===== config.mk =====
export PLATFORM = sky130hd
export DESIGN_NAME = frame_handling_control
export DESIGN_NICKNAME = d
export VERILOG_FILES = /design/src/include/frame_pkg.sv /design/src/core/frame_handling_control.sv
export SDC_FILE = /design/constraint.sdc
export NUM_CORES = 1
export LEC_CHECK = 0
export ABC_AREA = 1
export BUFFER_PORTS_ARGS = -buffer_cell sky130_fd_sc_hd__buf_2
export CORE_MARGIN = 2
export CORE_UTILIZATION = 45
export CTS_CLUSTER_DIAMETER = 200
export CTS_CLUSTER_SIZE = 20
export DETAILED_ROUTE_END_ITERATION = 7
export GPL_TIMING_DRIVEN = 1
export PLACE_DENSITY = 0.78
export SLEW_MARGIN = 30
export SYNTH_ARGS = -nofsm -noshare
export SYNTH_HDL_FRONTEND = slang
export SYNTH_SLANG_ARGS = --single-unit

===== constraint.sdc =====
create_clock -name hclk -period 2.3 [get_ports hclk]
set_input_delay 0.46 -clock hclk [delete_from_list [all_inputs] [get_ports hclk]]
set_output_delay 0.46 -clock hclk [all_outputs]
set_load 0.02 [all_outputs]

===== src/include/frame_pkg.sv =====
// constants, types and register map of the frame handling control block
// How it works
// - short enable word, 24 bits, top byte 23:16
// - cleared short bit excludes that entry
// - extended enable word covers twelve entries
// - writes store even bits only, odd ignored
// - reads show each enable on both bits
// - receive status: strength, ok bit, field
// - auto checksum appends transmit CRC-16
// - no auto checksum: missing bytes underflow
// - receive check replaces checksum with status
// - no auto checksum: bytes stored unchanged
// - acknowledgements always carry their checksum
// - auto acknowledge twelve symbols after frame
// - strength shows latest or peak value
// - receive modes normal and looping
// - receive mode 11 disables symbol search
// - transmit modes normal and cyclic
// - transmit mode 11 sends pseudo-random data
package frame_pkg;
   localparam logic [11:0] short_en_low_off = 12'h004;
   localparam logic [11:0] short_en_mid_off = 12'h005;
   localparam logic [11:0] short_match_enable_high_off = 12'h006;
   localparam logic [11:0] ext_match_enable_low_off = 12'h008;
   localparam logic [11:0] ext_match_enable_mid_off = 12'h009;
   localparam logic [11:0] ext_match_enable_high_off = 12'h00a;
   localparam logic [11:0] frame_handling_control_off = 12'h00c;
   localparam logic [11:0] strength_off = 12'h010;
   localparam logic [11:0] event_off = 12'h011;
   localparam logic [7:0] frame_ctrl_reset = 8'h40;
   localparam logic [7:0] byte_reset = 8'h00;
   localparam int short_entries = 24;
   localparam int ext_entries = 12;
   localparam int symbol_ns = 16000;
   localparam int clk_ns = 40;
   localparam int ack_symbols = 12;
   localparam int ack_cycles = (ack_symbols * symbol_ns + clk_ns - 1) / clk_ns;
   localparam logic [15:0] crc_init = 16'h0000;
   localparam logic [15:0] crc_poly = 16'h1021;
   localparam logic [1:0] mode_normal = 2'b00;
   localparam logic [1:0] mode_loop = 2'b10;
   localparam logic [1:0] mode_special = 2'b11;

   typedef struct packed {
      logic status_append_select;
      logic auto_checksum;
      logic auto_ack;
      logic energy_scan;
      logic [1:0] rx_mode;
      logic [1:0] tx_mode;
   } frame_ctrl_s;

   typedef struct packed {
      logic valid;
      logic last;
      logic [7:0] data;
   } byte_stream_s;

   typedef enum logic [1:0] {
      ack_idle = 2'b00,
      ack_wait = 2'b01,
      ack_send = 2'b11
   } ack_state_e;
endpackage


===== src/core/frame_handling_control.sv =====
// frame handling control: match enables, checksum, status append, auto ack, strength, test modes
`timescale 1ns/10ps
module frame_handling_control (
   input wire logic hclk,
   input wire logic hresetn,
   input wire logic hsel,
   input wire logic [11:0] haddr,
   input wire logic [1:0] htrans,
   input wire logic hwrite,
   input wire logic [2:0] hsize,
   input wire logic [31:0] hwdata,
   input wire logic hready,
   output logic [31:0] hrdata,
   output logic hreadyout,
   output logic hresp,
   input wire frame_pkg::byte_stream_s rx_in,
   input wire logic [6:0] rx_correlation,
   input wire logic [6:0] source_match_result_index,
   input wire logic rx_ack_request,
   input wire logic rx_addr_accepted,
   input wire logic [7:0] strength_sample,
   input wire logic strength_sample_valid,
   output frame_pkg::byte_stream_s rx_out,
   input wire frame_pkg::byte_stream_s tx_in,
   input wire logic tx_queue_empty,
   output frame_pkg::byte_stream_s tx_out,
   output logic tx_underflow,
   output logic [23:0] short_match_enable,
   output logic [11:0] long_source_enable_word,
   output logic symbol_search_enable,
   output logic rx_queue_loop,
   output logic tx_queue_loop,
   output logic ack_start,
   output logic [7:0] signal_strength
);
   frame_pkg::frame_ctrl_s ctrl_q;
   frame_pkg::frame_ctrl_s rx_cfg_q;
   frame_pkg::frame_ctrl_s tx_cfg_q;
   logic [23:0] short_en_q;
   logic [11:0] ext_en_q;
   logic [7:0] strength_q;
   logic [7:0] events_q;
   logic wr_pend_q;
   logic [11:0] wr_addr_q;
   logic [31:0] rdata_q;
   logic rx_busy_q;
   logic tx_busy_q;
   logic [15:0] rx_crc_q;
   logic [15:0] tx_crc_q;
   logic [7:0] rx_hold_q;
   logic [1:0] rx_cnt_q;
   logic [1:0] tx_tail_q;
   logic rx_ok_q;
   frame_pkg::byte_stream_s rx_out_q;
   frame_pkg::byte_stream_s tx_out_q;
   logic underflow_q;
   frame_pkg::ack_state_e ack_q;
   logic [15:0] ack_cnt_q;
   logic [15:0] prn_q;
   logic [23:0] ext_read;
   logic [7:0] wbyte;
   logic addr_phase;
   logic [11:0] reg_idx;
   logic peak_armed_q;
   logic [15:0] rx_crc_next;
   logic [15:0] tx_crc_next;

   // one-byte crc step, msb first
   function automatic logic [15:0] crc_step(input logic [15:0] c, input logic [7:0] d);
      logic [15:0] r;
      r = c;
      for (int i = 7; i >= 0; i--) begin
         r = (r[15] ^ d[i]) ? ((r << 1) ^ frame_pkg::crc_poly) : (r << 1);
      end
      return r;
   endfunction

   assign addr_phase = hsel && hready && htrans[1];
   // registers sit one to a word, so the decoded index is the byte address over four
   assign reg_idx = {2'b00, haddr[11:2]};
   assign hreadyout = 1'b1;
   assign hresp = 1'b0;
   assign hrdata = rdata_q;
   assign wbyte = hwdata[7:0];
   assign rx_crc_next = crc_step(rx_crc_q, rx_in.data);
   assign tx_crc_next = crc_step(tx_crc_q, tx_in.data);

   // each extended enable shows on both bits of its pair
   genvar g;
   generate
      for (g = 0; g < frame_pkg::ext_entries; g++) begin : g_ext
         assign ext_read[2*g] = ext_en_q[g];
         assign ext_read[2*g+1] = ext_en_q[g];
      end
   endgenerate

   // write address latched in address phase, data taken next cycle
   always_ff @(posedge hclk or negedge hresetn) begin
      if (!hresetn) begin
         wr_pend_q <= 1'b0;
         wr_addr_q <= 12'h000;
      end else begin
         wr_pend_q <= addr_phase && hwrite;
         wr_addr_q <= reg_idx;
      end
   end

   // register writes; odd extended bits are never stored
   always_ff @(posedge hclk or negedge hresetn) begin
      if (!hresetn) begin
         ctrl_q <= frame_pkg::frame_ctrl_reset;
         short_en_q <= {3{frame_pkg::byte_reset}};
         ext_en_q <= 12'h000;
      end else if (wr_pend_q) begin
         if (wr_addr_q == frame_pkg::short_en_low_off) begin
            short_en_q[7:0] <= wbyte;
         end else if (wr_addr_q == frame_pkg::short_en_mid_off) begin
            short_en_q[15:8] <= wbyte;
         end else if (wr_addr_q == frame_pkg::short_match_enable_high_off) begin
            short_en_q[23:16] <= wbyte;
         end else if (wr_addr_q == frame_pkg::ext_match_enable_low_off) begin
            ext_en_q[3:0] <= {wbyte[6], wbyte[4], wbyte[2], wbyte[0]};
         end else if (wr_addr_q == frame_pkg::ext_match_enable_mid_off) begin
            ext_en_q[7:4] <= {wbyte[6], wbyte[4], wbyte[2], wbyte[0]};
         end else if (wr_addr_q == frame_pkg::ext_match_enable_high_off) begin
            ext_en_q[11:8] <= {wbyte[6], wbyte[4], wbyte[2], wbyte[0]};
         end else if (wr_addr_q == frame_pkg::frame_handling_control_off) begin
            ctrl_q <= wbyte;
         end
      end
   end

   // read data registered in the address phase; unmapped reads zero
   always_ff @(posedge hclk or negedge hresetn) begin
      if (!hresetn) begin
         rdata_q <= 32'h0000_0000;
      end else if (addr_phase && !hwrite) begin
         if (reg_idx == frame_pkg::short_en_low_off) begin
            rdata_q <= {24'h00_0000, short_en_q[7:0]};
         end else if (reg_idx == frame_pkg::short_en_mid_off) begin
            rdata_q <= {24'h00_0000, short_en_q[15:8]};
         end else if (reg_idx == frame_pkg::short_match_enable_high_off) begin
            rdata_q <= {24'h00_0000, short_en_q[23:16]};
         end else if (reg_idx == frame_pkg::ext_match_enable_low_off) begin
            rdata_q <= {24'h00_0000, ext_read[7:0]};
         end else if (reg_idx == frame_pkg::ext_match_enable_mid_off) begin
            rdata_q <= {24'h00_0000, ext_read[15:8]};
         end else if (reg_idx == frame_pkg::ext_match_enable_high_off) begin
            rdata_q <= {24'h00_0000, ext_read[23:16]};
         end else if (reg_idx == frame_pkg::frame_handling_control_off) begin
            rdata_q <= {24'h00_0000, ctrl_q};
         end else if (reg_idx == frame_pkg::strength_off) begin
            rdata_q <= {24'h00_0000, strength_q};
         end else if (reg_idx == frame_pkg::event_off) begin
            rdata_q <= {24'h00_0000, events_q};
         end else begin
            rdata_q <= 32'h0000_0000;
         end
      end
   end

   // cleared bits drop entries out of the matcher
   assign short_match_enable = short_en_q;
   assign long_source_enable_word = ext_en_q;
   assign symbol_search_enable = (rx_cfg_q.rx_mode != frame_pkg::mode_special);
   assign rx_queue_loop = (rx_cfg_q.rx_mode == frame_pkg::mode_loop);
   assign tx_queue_loop = (tx_cfg_q.tx_mode == frame_pkg::mode_loop);
   assign rx_out = rx_out_q;
   assign tx_out = tx_out_q;
   assign tx_underflow = underflow_q;
   assign ack_start = (ack_q == frame_pkg::ack_send);
   assign signal_strength = strength_q;

   // latch configuration only while no frame is in flight
   always_ff @(posedge hclk or negedge hresetn) begin
      if (!hresetn) begin
         rx_cfg_q <= frame_pkg::frame_ctrl_reset;
         tx_cfg_q <= frame_pkg::frame_ctrl_reset;
         rx_busy_q <= 1'b0;
         tx_busy_q <= 1'b0;
      end else begin
         if (!rx_busy_q && !(rx_in.valid)) begin
            rx_cfg_q <= ctrl_q;
         end
         if (!tx_busy_q && !(tx_in.valid)) begin
            tx_cfg_q <= ctrl_q;
         end
         if (rx_in.valid) begin
            rx_busy_q <= !rx_in.last;
         end
         if (tx_in.valid || tx_tail_q != 2'd0) begin
            tx_busy_q <= !(tx_tail_q == 2'd1) && !(tx_in.valid && tx_in.last && !tx_cfg_q.auto_checksum);
         end
         // underflow aborts the frame, so the pulse cannot repeat
         if (tx_busy_q && tx_queue_empty && !tx_in.valid && tx_tail_q == 2'd0 &&
            tx_cfg_q.tx_mode == frame_pkg::mode_normal) begin
            tx_busy_q <= 1'b0;
         end
      end
   end

   // receive path: one byte held back so the checksum can be swapped for status
   always_ff @(posedge hclk or negedge hresetn) begin
      if (!hresetn) begin
         rx_crc_q <= frame_pkg::crc_init;
         rx_hold_q <= 8'h00;
         rx_cnt_q <= 2'd0;
         rx_ok_q <= 1'b0;
         rx_out_q <= '0;
      end else begin
         rx_out_q.valid <= 1'b0;
         rx_out_q.last <= 1'b0;
         if (rx_in.valid && !rx_cfg_q.auto_checksum) begin
            rx_out_q <= rx_in;
         end else if (rx_in.valid && rx_in.last) begin
            // crc over all bytes, checksum included, leaves zero residue
            rx_ok_q <= (rx_crc_next == 16'h0000);
            rx_out_q <= '{valid: 1'b1, last: 1'b0, data: strength_q};
            rx_cnt_q <= 2'd3;
            rx_crc_q <= frame_pkg::crc_init;
         end else if (rx_in.valid) begin
            rx_crc_q <= rx_crc_next;
            rx_hold_q <= rx_in.data;
            rx_cnt_q <= (rx_cnt_q == 2'd2) ? 2'd2 : rx_cnt_q + 2'd1;
            if (rx_cnt_q != 2'd0) begin
               rx_out_q <= '{valid: 1'b1, last: 1'b0, data: rx_hold_q};
            end
         end else if (rx_cnt_q == 2'd3) begin
            rx_out_q <= '{valid: 1'b1, last: 1'b1, data: {rx_ok_q, rx_cfg_q.status_append_select ?
               source_match_result_index : rx_correlation}};
            rx_cnt_q <= 2'd0;
         end
      end
   end

   // auto acknowledge timer: ack checksum is made by the ack sender regardless
   always_ff @(posedge hclk or negedge hresetn) begin
      if (!hresetn) begin
         ack_q <= frame_pkg::ack_idle;
         ack_cnt_q <= 16'h0000;
      end else begin
         case (ack_q)
            frame_pkg::ack_idle: begin
               if (rx_in.valid && rx_in.last && rx_cfg_q.auto_ack && rx_addr_accepted && rx_ack_request &&
                  rx_crc_next == 16'h0000) begin
                  ack_q <= frame_pkg::ack_wait;
                  ack_cnt_q <= 16'(frame_pkg::ack_cycles - 1);
               end
            end
            frame_pkg::ack_wait: begin
               if (ack_cnt_q == 16'h0001) begin
                  ack_q <= frame_pkg::ack_send;
               end
               ack_cnt_q <= ack_cnt_q - 16'h0001;
            end
            default: begin
               ack_q <= frame_pkg::ack_idle;
            end
         endcase
      end
   end

   // transmit path: pass bytes, append crc, or send pseudo-random stream
   always_ff @(posedge hclk or negedge hresetn) begin
      if (!hresetn) begin
         tx_crc_q <= frame_pkg::crc_init;
         tx_tail_q <= 2'd0;
         tx_out_q <= '0;
         underflow_q <= 1'b0;
         prn_q <= 16'hffff;
      end else begin
         tx_out_q.valid <= 1'b0;
         tx_out_q.last <= 1'b0;
         underflow_q <= 1'b0;
         if (tx_cfg_q.tx_mode == frame_pkg::mode_special) begin
            prn_q <= crc_step(prn_q, 8'h00);
            tx_out_q <= '{valid: 1'b1, last: 1'b0, data: prn_q[15:8]};
         end else if (tx_tail_q == 2'd2) begin
            tx_out_q <= '{valid: 1'b1, last: 1'b0, data: tx_crc_q[15:8]};
            tx_tail_q <= 2'd1;
         end else if (tx_tail_q == 2'd1) begin
            tx_out_q <= '{valid: 1'b1, last: 1'b1, data: tx_crc_q[7:0]};
            tx_tail_q <= 2'd0;
            tx_crc_q <= frame_pkg::crc_init;
         end else if (tx_in.valid) begin
            tx_out_q <= '{valid: 1'b1, last: tx_in.last && !tx_cfg_q.auto_checksum, data: tx_in.data};
            tx_crc_q <= tx_in.last ? (tx_cfg_q.auto_checksum ? tx_crc_next : frame_pkg::crc_init) : tx_crc_next;
            if (tx_in.last && tx_cfg_q.auto_checksum) begin
               tx_tail_q <= 2'd2;
            end
         end else if (tx_busy_q && tx_queue_empty && tx_cfg_q.tx_mode == frame_pkg::mode_normal) begin
            underflow_q <= 1'b1;
         end
      end
   end

   // strength: latest sample, or peak since energy scan switched on
   always_ff @(posedge hclk or negedge hresetn) begin
      if (!hresetn) begin
         strength_q <= 8'h00;
      end else if (strength_sample_valid) begin
         if (!ctrl_q.energy_scan || !peak_armed_q || $signed(strength_sample) > $signed(strength_q)) begin
            strength_q <= strength_sample;
         end
      end else if (!ctrl_q.energy_scan) begin
         strength_q <= strength_q;
      end
   end

   // peak restarts from the first sample after energy scan is switched on
   always_ff @(posedge hclk or negedge hresetn) begin
      if (!hresetn) begin
         peak_armed_q <= 1'b0;
      end else if (!ctrl_q.energy_scan) begin
         peak_armed_q <= 1'b0;
      end else if (strength_sample_valid) begin
         peak_armed_q <= 1'b1;
      end
   end

   // sticky event bits, cleared by a read; set wins over clear
   always_ff @(posedge hclk or negedge hresetn) begin
      if (!hresetn) begin
         events_q <= 8'h00;
      end else begin
         events_q <= ((addr_phase && !hwrite && reg_idx == frame_pkg::event_off) ? 8'h00 : events_q) |
            {6'h00, ack_start, underflow_q};
      end
   end
endmodule


# [Word-level counts from Yosys, hierarchy flattened]
# Cells that the tools add are included.
# Widths: inputs -> output; s select.
[word_totals] latchBits=0 ramBits=0 input_bits=100 wordCells=269 mem_bits_ro=0 out_inout_bits=103 reg_bits=214 memories=0
[classes] n_eq_ne=31 shift=0 add_sub_neg=2 n_mux=72 reduce_logical=70 div_mod_pow=0 n_mul=0 n_lt_le_gt_ge=1 bitwise_logic=51
[op_table] op="$mux 13" count=24
[op_table] op="$mux 16" count=7
[op_table] op="$mux 10" count=9
[op_table] op="$eq 10x4->1 const B" count=8
[op_table] op="$mux 8" count=10
[op_table] op="$not 3->3" count=24
[op_table] op="$eq 10x3->1 const B" count=6
[op_table] op="$pmux 16 s2" count=1
[op_table] op="$logic_and 1x1->1" count=23
[op_table] op="$eq 10x5->1 const B" count=2
[op_table] op="$mux 2" count=10
[op_table] op="$eq 16x1->1 const B" count=1
[op_table] op="$logic_not 16->1" count=1
[op_table] op="$reduce_and 2->1" count=8
[op_table] op="$sub 16x1->16 const B" count=1
[op_table] op="$xor 1x1->1" count=16
[op_table] op="$eq 2x2->1 const B" count=7
[op_table] op="$logic_not 1->1" count=12
[op_table] op="$reduce_and 3->1" count=4
[op_table] op="$reduce_bool 2->1" count=6
[op_table] op="$not 1->1" count=10
[op_table] op="$mux 1" count=9
[op_table] op="$reduce_bool 3->1" count=3
[op_table] op="$gt 8x8->1" count=1
[op_table] op="other kinds (15)" count=24

# [Longest topological paths before layout]
# Gate-level depths: netlist of run 1.
[logic_depth] word_depth=20 depth_mapped=14 depth_no_buf=14

# [Least setup slack after synthesis of run 1]
# Ideal clock, no wire load.
[synth_path] kind="flip-flop to flip-flop" from="register strength_q[3], in the netlist signal_strength[3]" to="register strength_q[0], in the netlist signal_strength[0]" setup_slack_ns=0.421 path_buffers=0 required_ns=2.171 stages_incl_launch_ff=14 arrival_time_ns=1.750 path_cell_list="dfrtp_1 inv_1 ha_1 nand2_1 o21ai_0 nand2_1 nand2_1 nand2_1 nand2_1 nand3_1 nand2_1 nand2_1 nand2_1 o21ai_0"
[synth_between] elab_chain_len=3
[synth_rtl] element="start: declaration" line="frame_handling_control.sv:41" rtl="logic [7:0] strength_q;"
[synth_rtl] element="start signal: assignment" line="frame_handling_control.sv:303" rtl="strength_q <= strength_sample;"
[synth_rtl] element="start signal: assignment" line="frame_handling_control.sv:306" rtl="strength_q <= strength_q;"
[synth_rtl] element="$gt 8x8->1" line="frame_handling_control.sv:302" rtl="if (!ctrl_q.energy_scan || !peak_armed_q || $signed(strength_sample) > $signed(strength_q)) begin"
[synth_rtl] element="$logic_or 1x1->1" line="frame_handling_control.sv:302"
[synth_rtl] element="$reduce_and 2->1 (no source line)"
# No other way between the ends.
# A chain may end at the register's enable or synchronous reset.

# [Worst setup path after layout of run 1]
[layout_path] from="register rx_crc_q[15]" to="register ack_cnt_q[4]"
[layout_between] elab_chain_len=14 elab_cells_between_ends=16 classes_between="eq/ne: 1; mux: 8; bitwise: 4; reduce/logical: 3"
[layout_rtl] element="start: declaration" line="frame_handling_control.sv:48" rtl="logic [15:0] rx_crc_q;"
[layout_rtl] element="start signal: assignment" line="frame_handling_control.sv:205" rtl="rx_crc_q <= frame_pkg::crc_init;"
[layout_rtl] element="start signal: assignment" line="frame_handling_control.sv:220" rtl="rx_crc_q <= frame_pkg::crc_init;"
[layout_rtl] element="start signal: assignment" line="frame_handling_control.sv:222" rtl="rx_crc_q <= rx_crc_next;"
[layout_rtl] element="$xor 1x1->1 *" line="frame_handling_control.sv:73" rtl="r = (r[15] ^ d[i]) ? ((r << 1) ^ frame_pkg::crc_poly) : (r << 1);"
[layout_rtl] element="$mux 13 *" line="frame_handling_control.sv:73"
[layout_rtl] element="$mux 13 (3 in series)" line="frame_handling_control.sv:73"
[layout_rtl] element="$mux 13 *" line="frame_handling_control.sv:73"
[layout_rtl] element="$not 3->3 (no source line) or $mux 13 (tied branches)"
[layout_rtl] element="$mux 13" line="frame_handling_control.sv:73"
[layout_rtl] element="$mux 13 or $not 3->3 (tied branches)"
[layout_rtl] element="$mux 13" line="frame_handling_control.sv:73"
[layout_rtl] element="$logic_not 16->1 *" line="frame_handling_control.sv:245" rtl="rx_crc_next == 16'h0000) begin"
[layout_rtl] element="$logic_and 1x1->1 *" line="frame_handling_control.sv:244" rtl="if (rx_in.valid && rx_in.last && rx_cfg_q.auto_ack && rx_addr_accepted && rx_ack_request &&"
[layout_rtl] element="$ne 2x2->1 (no source line) *"
[layout_rtl] element="$reduce_and 2->1 (no source line) *"
[layout_rtl] element="end signal: assignment" line="frame_handling_control.sv:247" rtl="ack_cnt_q <= 16'(frame_pkg::ack_cycles - 1);"
[layout_rtl] element="end signal: assignment" line="frame_handling_control.sv:254" rtl="ack_cnt_q <= ack_cnt_q - 16'h0001;"
[layout_rtl] element="end: declaration" line="frame_handling_control.sv:58" rtl="logic [15:0] ack_cnt_q;"
# Mark *: on every way between the ends. The rest lies on a longest branch, timed or not.

==> results of run 1 <==
## through the flow
step,hold WS (ns),utilization [%]
floorplan,0.164,-
global placement,0.439,51.5
detailed placement,0.444,51.5
CTS,0.140,54.5
global route,0.139,54.6
finish,0.141,54.6
## layout make-up
type | count | area [um2] | area share (%)
inverters | 146 | 548 | 4.75
repair buffers | 176 | 1000 | 8.71
well taps | 275 | 344 | 2.98
flip-flops and latches | 184 | 4630 | 40.1
multi-input cells | 858 | 4380 | 38.0
clock inverters | 13 | 181 | 1.57
clock buffers | 19 | 453 | 3.92
## placed cells by master, fill, tap and decap left out, drive strengths merged, types with 25 or more instances in the layout
cell type	Yosys	final
nand2	296	296
buf	30	174
dfrtp	165	165
a21oi	25	25
conb	2	26
o21ai	117	117
nor2	131	131
o22ai	25	25
inv	143	151
nand3	106	106
## logic make-up (layout without fill, tap and decap cells)
kind of cell	after synthesis	count (layout)	synth area share, %
other	2	26	0.0769
and+or+nand+nor	575	575	26.2
muxes	13	13	1.38
adders and majority gates	16	16	2.05
buffers and inverters	196	354	8.65
xor gates and xnor gates	34	34	3.05
AOI/OAI and AO/OA	194	194	11.2
DFF	184	184	47.4
## routing by layer
| layer | up-vias | part of all wire (%) |
|---|---|---|
| li1 | 4241 | - |
| met1 | 4181 | 42 |
| met2 | 333 | 48 |
| met3 | 55 | 6.7 |
| met4 | 0 | 3.1 |
| met5 | - | 0 |
## worst max-delay path, stage by stage, from the launching register on
cell and delay [ns]:
dfrtp_1 0.41, inv_1 0.10, nand2_1 0.06, nand2_1 0.14, nand2_2 0.09, nand2_2 0.12, nand2_1 0.06, nand2_1 0.10
nand2_1 0.10, nor2_4 0.13, nand4_4 0.23, buf_12 0.23, nand3_1 0.06, nand2_1 0.07
## worst min path at each step
stage                   start                     end  slack [ns]  cells past startpoint
floorplan             hresetn            ack_cnt_q[0]        0.16                      0
global placement      hresetn  short_match_enable[21]        0.44                      1
detailed placement    hresetn   short_match_enable[7]        0.44                      1
CTS                  haddr[8]            wr_addr_q[6]        0.14                      1
global route        haddr[10]            wr_addr_q[8]        0.14                      1
finish              haddr[11]            wr_addr_q[9]        0.14                      1
## state kept, by name, summed over array words and instances, names as in the netlist, 8 cells and up
register,cells
signal_strength,8
hrdata,8
rx_hold_q,8
rx_out,10
long_source_enable_word,12
short_match_enable,24
tx_out,10
ack_cnt_q,16
rx_crc_q,16
prn_q,16
tx_crc_q,16
wr_addr_q,10
ctrl_q,8
## timing repair
action | in CTS | in global routing
hold buffers | 1 | 0
resized for setup | 0 | 1
setup endpoints to repair | 0 | 1
endpoints found under the hold margin | 20 | 0
## power by group through the flow
stage	registers (uW)	clock network [uW]	logic [uW]
2_1_floorplan	4690	0	2780
3_3_place_gp	4560	0	3950
4_1_cts	4550	3190	4120
5_1_grt	4640	3330	4650
3_5_place_dp	4600	0	4070
6_report	4550	3170	4140
==> summary.txt, run 1 <==
Pwr
  – Logic gate share of total power: a little over a third
  – Worst VDD drop: between 600 and 700 uV
  – Clk pwr share: 26.7%
  – Power density cells: around 1000 nW/um2
  – Sequential Power Share: 38.4%
  – Psw: 4510 uW
  – Switching fraction of total power: 38.0%
  – Leakage: ~0.006 uW
  – Tot Pwr: 11900 uW
  – Int Power: 7360 uW

Setup path
  – R2r startpoint: rx_crc_q[15]
  – R2R setup slack: 0.28 ns
  – Critical path required time: 2.63 ns
  – Reg2reg path depth: 13
  – Endpoint class of the critical path: flip-flop
  – CP Max Fanout: 9
  – Worst Setup SP: rx_crc_q[15]
  – CP endpoint: ack_cnt_q[4]
  – Reg2reg end: ack_cnt_q[4]
  – Critical Path AT: 2.35 ns
  – Startpoint Class: flip-flop
  – Worst setup path class: flip-flop to flip-flop

Clocking
  – CTS root buf: clkbuf_16
  – CTS tree: built
  – Postcts setup bufs: 0
  – Clock sink count: 184
  – Worst skew pair latency: 0.45 ns
  – Clock slew seen by the registers of the worst setup and hold paths: 0.07 ns
  – H-tree levels: 4
  – Clock Tree Buf Depth: 2
  – CTS buffer count: 17

Placed design
  – Placement Cell Area: 10900 um2
  – Routability cong.: between 0.9 and 1
  – Dpl hpwl: 19.1 mm
  – PortBufs: 146
  – Pre-CTS setup slack: 0.143 ns
  – Placed insts: between 1500 and 2000

Die
  – Die Y: 151 um
  – Die area: 22900 um2
  – Starting Density: 46.1%
  – Core area: 21200 um2
  – Core Rows: 53
  – Chip width: 151 um
  – Boundary pin count: 203

Timing
  – Clock Skew: 0.00981 ns
  – Least-Margin Pin Slew: 0.565 ns
  – # setup viols final: 0
  – Slew Limit Fails: 0
  – Rel. slew slack: 61.4%
  – Tmin final: 2.02 ns
  – Final Hold Vio Count: 0
  – FMAX: 0.496 GHz
  – RSZ-0062 raised after global routing: no
  – Final setup margin: between 0.2 and 0.3 ns
  – TNS Setup: 0 ns
  – Final Cycle Share: 87.7%

Global route
  – Met1 usage: 31.1%
  – Routing usage on met3: 3.49%
  – Antenna violations before repair: 0
  – GR peak layer: met2
  – Overall routing resource usage: ~23%
  – Vias in the first global route: 8306
  – Largest net degree at the start of global routing: 49
  – First-pass GRT wire length: 41.6 mm
  – Met2 GRT Util: 38.1%
  – Total gr overflow: 0

Final layout
  – P&R area growth vs syn: 18.2%
  – Antenna Cells: 0
  – Layout cells sized above 1: approximately 21%
  – Fin area: about 12000 um2
  – Post-route non-filler standard cell count: 1671
  – FILL cells: around 1900
  – Nets: approximately 1500

Route
  – Post-route DRC violation count: 0
  – Initial DRC count: 667
  – Router iterations before antenna repair: 5
  – Routed Antenna Nets: 0
  – Vias/cell: between 5 and 6
  – Drt total wl: 25.7 mm
  – Routed wire per std cell: 15.4 um
  – Via count: 8810

Yosys
  – Yosys top cell area share: 42.3%
  – Mean Syn Cell Area: 8.04 um2
  – Area leader, netlist: dfrtp_1
  – Synthesized area: 9760 um2
  – Post-synthesis cell type count: 46
  – Yosys warns: 0
  – Top-count cell post-synth: nand2_1
  – Cells after Synth: 1214
  – Post-synth top cells: nand2_1 (276), dfrtp_1 (165), inv_1 (140), nor2_1 (124), o21ai_0 (111)
  – Sequential area share after synthesis: 47.4%
  – EDFF count, synth: 0
  – Synthesis-stage register bit count: ~180
  – Most used DFF post-synth: dfrtp_1
  – Top post-synthesis cells by area: dfrtp_1 (42%), nand2_1 (11%), o21ai_0 (5.7%), inv_1 (5.4%), dfstp_2 (5.1%)
  – Asr flop ratio synth: 100%

Min path
  – Worst min-delay path category: input port to flip-flop

Run
  – Max-cap violations: 0

Status
  – Outcome: finished, final reports clean
No activity file was read; power rests on OpenSTA's default activity.
==> run 2, diff against run 1 <==
- ABC_AREA: 1 -> 0
==> summary.txt, run 2 <==
Route
  – Via count: 7649 (-13%)
  – Router iterations before antenna repair: 7 (+2)
  – Post-route DRC violation count: 0 (unchanged)
  – Initial DRC count: 447 (-33%)
  – Drt total wl: 24.0 mm (-6.4%)
  – Vias/cell: 5.48 (+3.9%)
  – Routed wire per std cell: 17.2 um (+12%)
  – Routed Antenna Nets: 0 (unchanged)

Clocking
  – Postcts setup bufs: 0 (unchanged)
  – CTS buffer count: 17 (unchanged)
  – H-tree levels: 4 (unchanged)
  – Clock Tree Buf Depth: 2 (unchanged)
  – Clock slew seen by the registers of the worst setup and hold paths: 0.07 ns (about the same)
  – Clock sink count: 184 (unchanged)
  – CTS root buf: clkbuf_16
  – CTS tree: built
  – Worst skew pair latency: 0.43 ns (-0.02 ns)

Die
  – Starting Density: 45.7% (-0.41 points)
  – Core area: 21000 um2 (-0.63%)
  – Core Rows: 53 (unchanged)
  – Boundary pin count: 203 (unchanged)
  – Die Y: 150 um (-0.74%)
  – Chip width: 150 um (-0.74%)
  – Die area: 22500 um2 (-1.5%)

Yosys
  – Asr flop ratio synth: 100% (unchanged)
  – Synthesized area: 9610 um2 (-1.5%)
  – Post-synthesis cell type count: 65 (+41%)
  – Yosys top cell area share: 42.9% (+0.65 points)
  – Cells after Synth: 929 (-23%)
  – Mean Syn Cell Area: 10.3 um2 (+29%)
  – Top post-synthesis cells by area: dfrtp_1 (43%), mux2_2 (7.5%), dfstp_2 (5.2%), o21ai_0 (4.2%), xnor2_1 (4.0%)
  – Area leader, netlist: dfrtp_1
  – Sequential area share after synthesis: 48.1% (+0.73 points)
  – EDFF count, synth: 0 (unchanged)
  – Most used DFF post-synth: dfrtp_1
  – Yosys warns: 0 (unchanged)
  – Post-synth top cells: dfrtp_1 (165), nand2_1 (81), o21ai_0 (81), mux2_2 (64), nor2_1 (60)
  – Synthesis-stage register bit count: 184 (unchanged)
  – Top-count cell post-synth: dfrtp_1

Timing
  – Final Cycle Share: 95.5% (+7.8 points)
  – Slew Limit Fails: 0 (unchanged)
  – Final Hold Vio Count: 0 (unchanged)
  – RSZ-0062 raised after global routing: no
  – Clock Skew: 0.00833 ns (-0.00148 ns)
  – # setup viols final: 0 (unchanged)
  – Tmin final: 2.20 ns (+0.179 ns)
  – Rel. slew slack: 39.6% (-22 points)
  – FMAX: 0.455 GHz (-8.1%)
  – Least-Margin Pin Slew: 0.902 ns (+0.338 ns)

Global route
  – Antenna violations before repair: 0 (unchanged)
  – Vias in the first global route: 7535 (-9.3%)
  – First-pass GRT wire length: 38.7 mm (-7.0%)
  – Overall routing resource usage: 21.9% (-1.3 points)
  – Total gr overflow: 0 (unchanged)
  – Largest net degree at the start of global routing: 56 (+14%)

Final layout
  – Antenna Cells: 0 (unchanged)
  – Commonest non-fill, non-tap cell in the layout: dfrtp_1
  – Register Area: 4630 um2 (unchanged)
  – Post-route non-filler standard cell count: 1396 (-16%)
  – Layout cells sized above 1: 29.7% (+9.1 points)
  – Most frequent cells in the layout: dfrtp_1 (165), buf_2 (145), nand2_1 (81), o21ai_0 (81), mux2_2 (64)
  – Fin area: 11500 um2 (-0.27%)
  – Nets: 1224 (-18%)
  – FILL cells: 1810 (-4.7%)
  – Multi-input logic area: 4630 um2 (+5.7%)
  – P&R area growth vs syn: 19.7%
  – Flip-flop count of the largest register after layout: 24 (unchanged)

Min path
  – Hold_sp: haddr[9]
  – Worst min-delay path category: input port to flip-flop

Status
  – Outcome: finished, final reports clean

Setup path
  – R2r startpoint: wr_addr_q[5]
  – CP Max Fanout: 8 (-1)
  – Worst setup path class: flip-flop to flip-flop
  – Endpoint class of the critical path: flip-flop
  – Critical Path AT: 2.51 ns (+0.16 ns)
  – Startpoint Class: flip-flop
  – Worst Setup SP: wr_addr_q[5]
  – Critical path required time: 2.62 ns (about the same)

Pwr
  – Power density cells: 824 nW/um2 (-20%)
  – Worst VDD drop: 887 uV (+30%)
  – Leakage: 0.00525 uW (-11%)

Placed design
  – PortBufs: 146 (unchanged)
  – Dpl hpwl: 17.7 mm (-7.7%)
  – Routability cong.: 0.905 (-5.8%)
  – Placed insts: 1363 (-17%)
  – Placement Cell Area: 10900 um2 (about the same)

Run
  – Max-cap violations: 0 (unchanged)
[run 2: cell types whose count changed in the layout (fill, tap and decap cells not counted), sizes merged, moves of 29 or more]
cell   before  now
nand2     296   81
inv       151   34
nand3     106   28
nor2      131   60
mux2        4   64
o21ai     117   87
buf       174  203
[run 2: what timing repair did]
item | in CTS | in global routing
hold buffers | 1 | 0
gates resized for setup | 0 | 2
endpoints found under the hold margin | 39 | 0
setup endpoints to repair | 0 | 9
[run 2: cell families after synthesis]
logic type | share of synthesized area, %
xor+xnor | 7.85
fa+ha+maj | 2.08
flops | 48.1
other cells | 0.0781
simple gates | 12.1
compound gates | 15.3
buf+inv | 4.71
mux | 9.79
[run 2: critical path: stages (launching register included)]
cell	delay (ns)
dfrtp_1	0.36
or4_1	0.64
nor3_1	0.27
buf_4	0.17
nand2_1	0.26
mux2_2	0.38
[run 2: final timing paths]
check	to	slack, ns	depth (start not counted)
max	short_match_enable[4]	0.10	5
min	wr_addr_q[7]	0.17	1
max reg2reg	short_match_enable[4]	0.10	5
min reg2reg	ack_q[1]	0.47	1
max in group asynchronous	prn_q[6]	1.09	3
min in group asynchronous	long_source_enable_word[11]	0.50	2
[run 2: cell type report]
type | instances | share of cell area [%]
Tap cell | 275 | 2.99
Multi-Input combinational cell | 675 | 40.2
Clock buffer | 19 | 4.13
Clock inverter | 13 | 1.04
Inverter | 26 | 0.848
Timing Repair Buffer | 204 | 10.5
Sequential cell | 184 | 40.2
[run 2: metrics by stage]
stage	setup WS (ns)	setup TNS, ns	hold WS, ns	util [%]	total power, uW
2_1_floorplan	0.150	0	0.164	-	5620
3_3_place_gp	-0.0267	-0.124	0.411	51.8	6520
3_5_place_dp	-0.0387	-0.188	0.409	51.8	6590
4_1_cts	0.0542	0	0.155	54.7	9550
5_1_grt	0.00571	0	0.161	54.8	10000
6_report	0.103	0	0.170	54.8	9490
[run 2: layer usage]
| metal | global-route usage [%] | vias up | part of all wire [%] |
|---|---|---|---|
| met1 | 29.2 | 3693 | 43 |
| met3 | 5.09 | 36 | 7.1 |
| met4 | 7.17 | 0 | 2.3 |
| met5 | 0 | - | 0 |
| met2 | 35.4 | 298 | 48 |
| li1 | - | 3622 | - |
[run 2: where the power goes]
group          switching, uW  internal [uW]
combinational           1640           1080
clock                   1360           1570
sequential               257           3580
total                   3260           6230
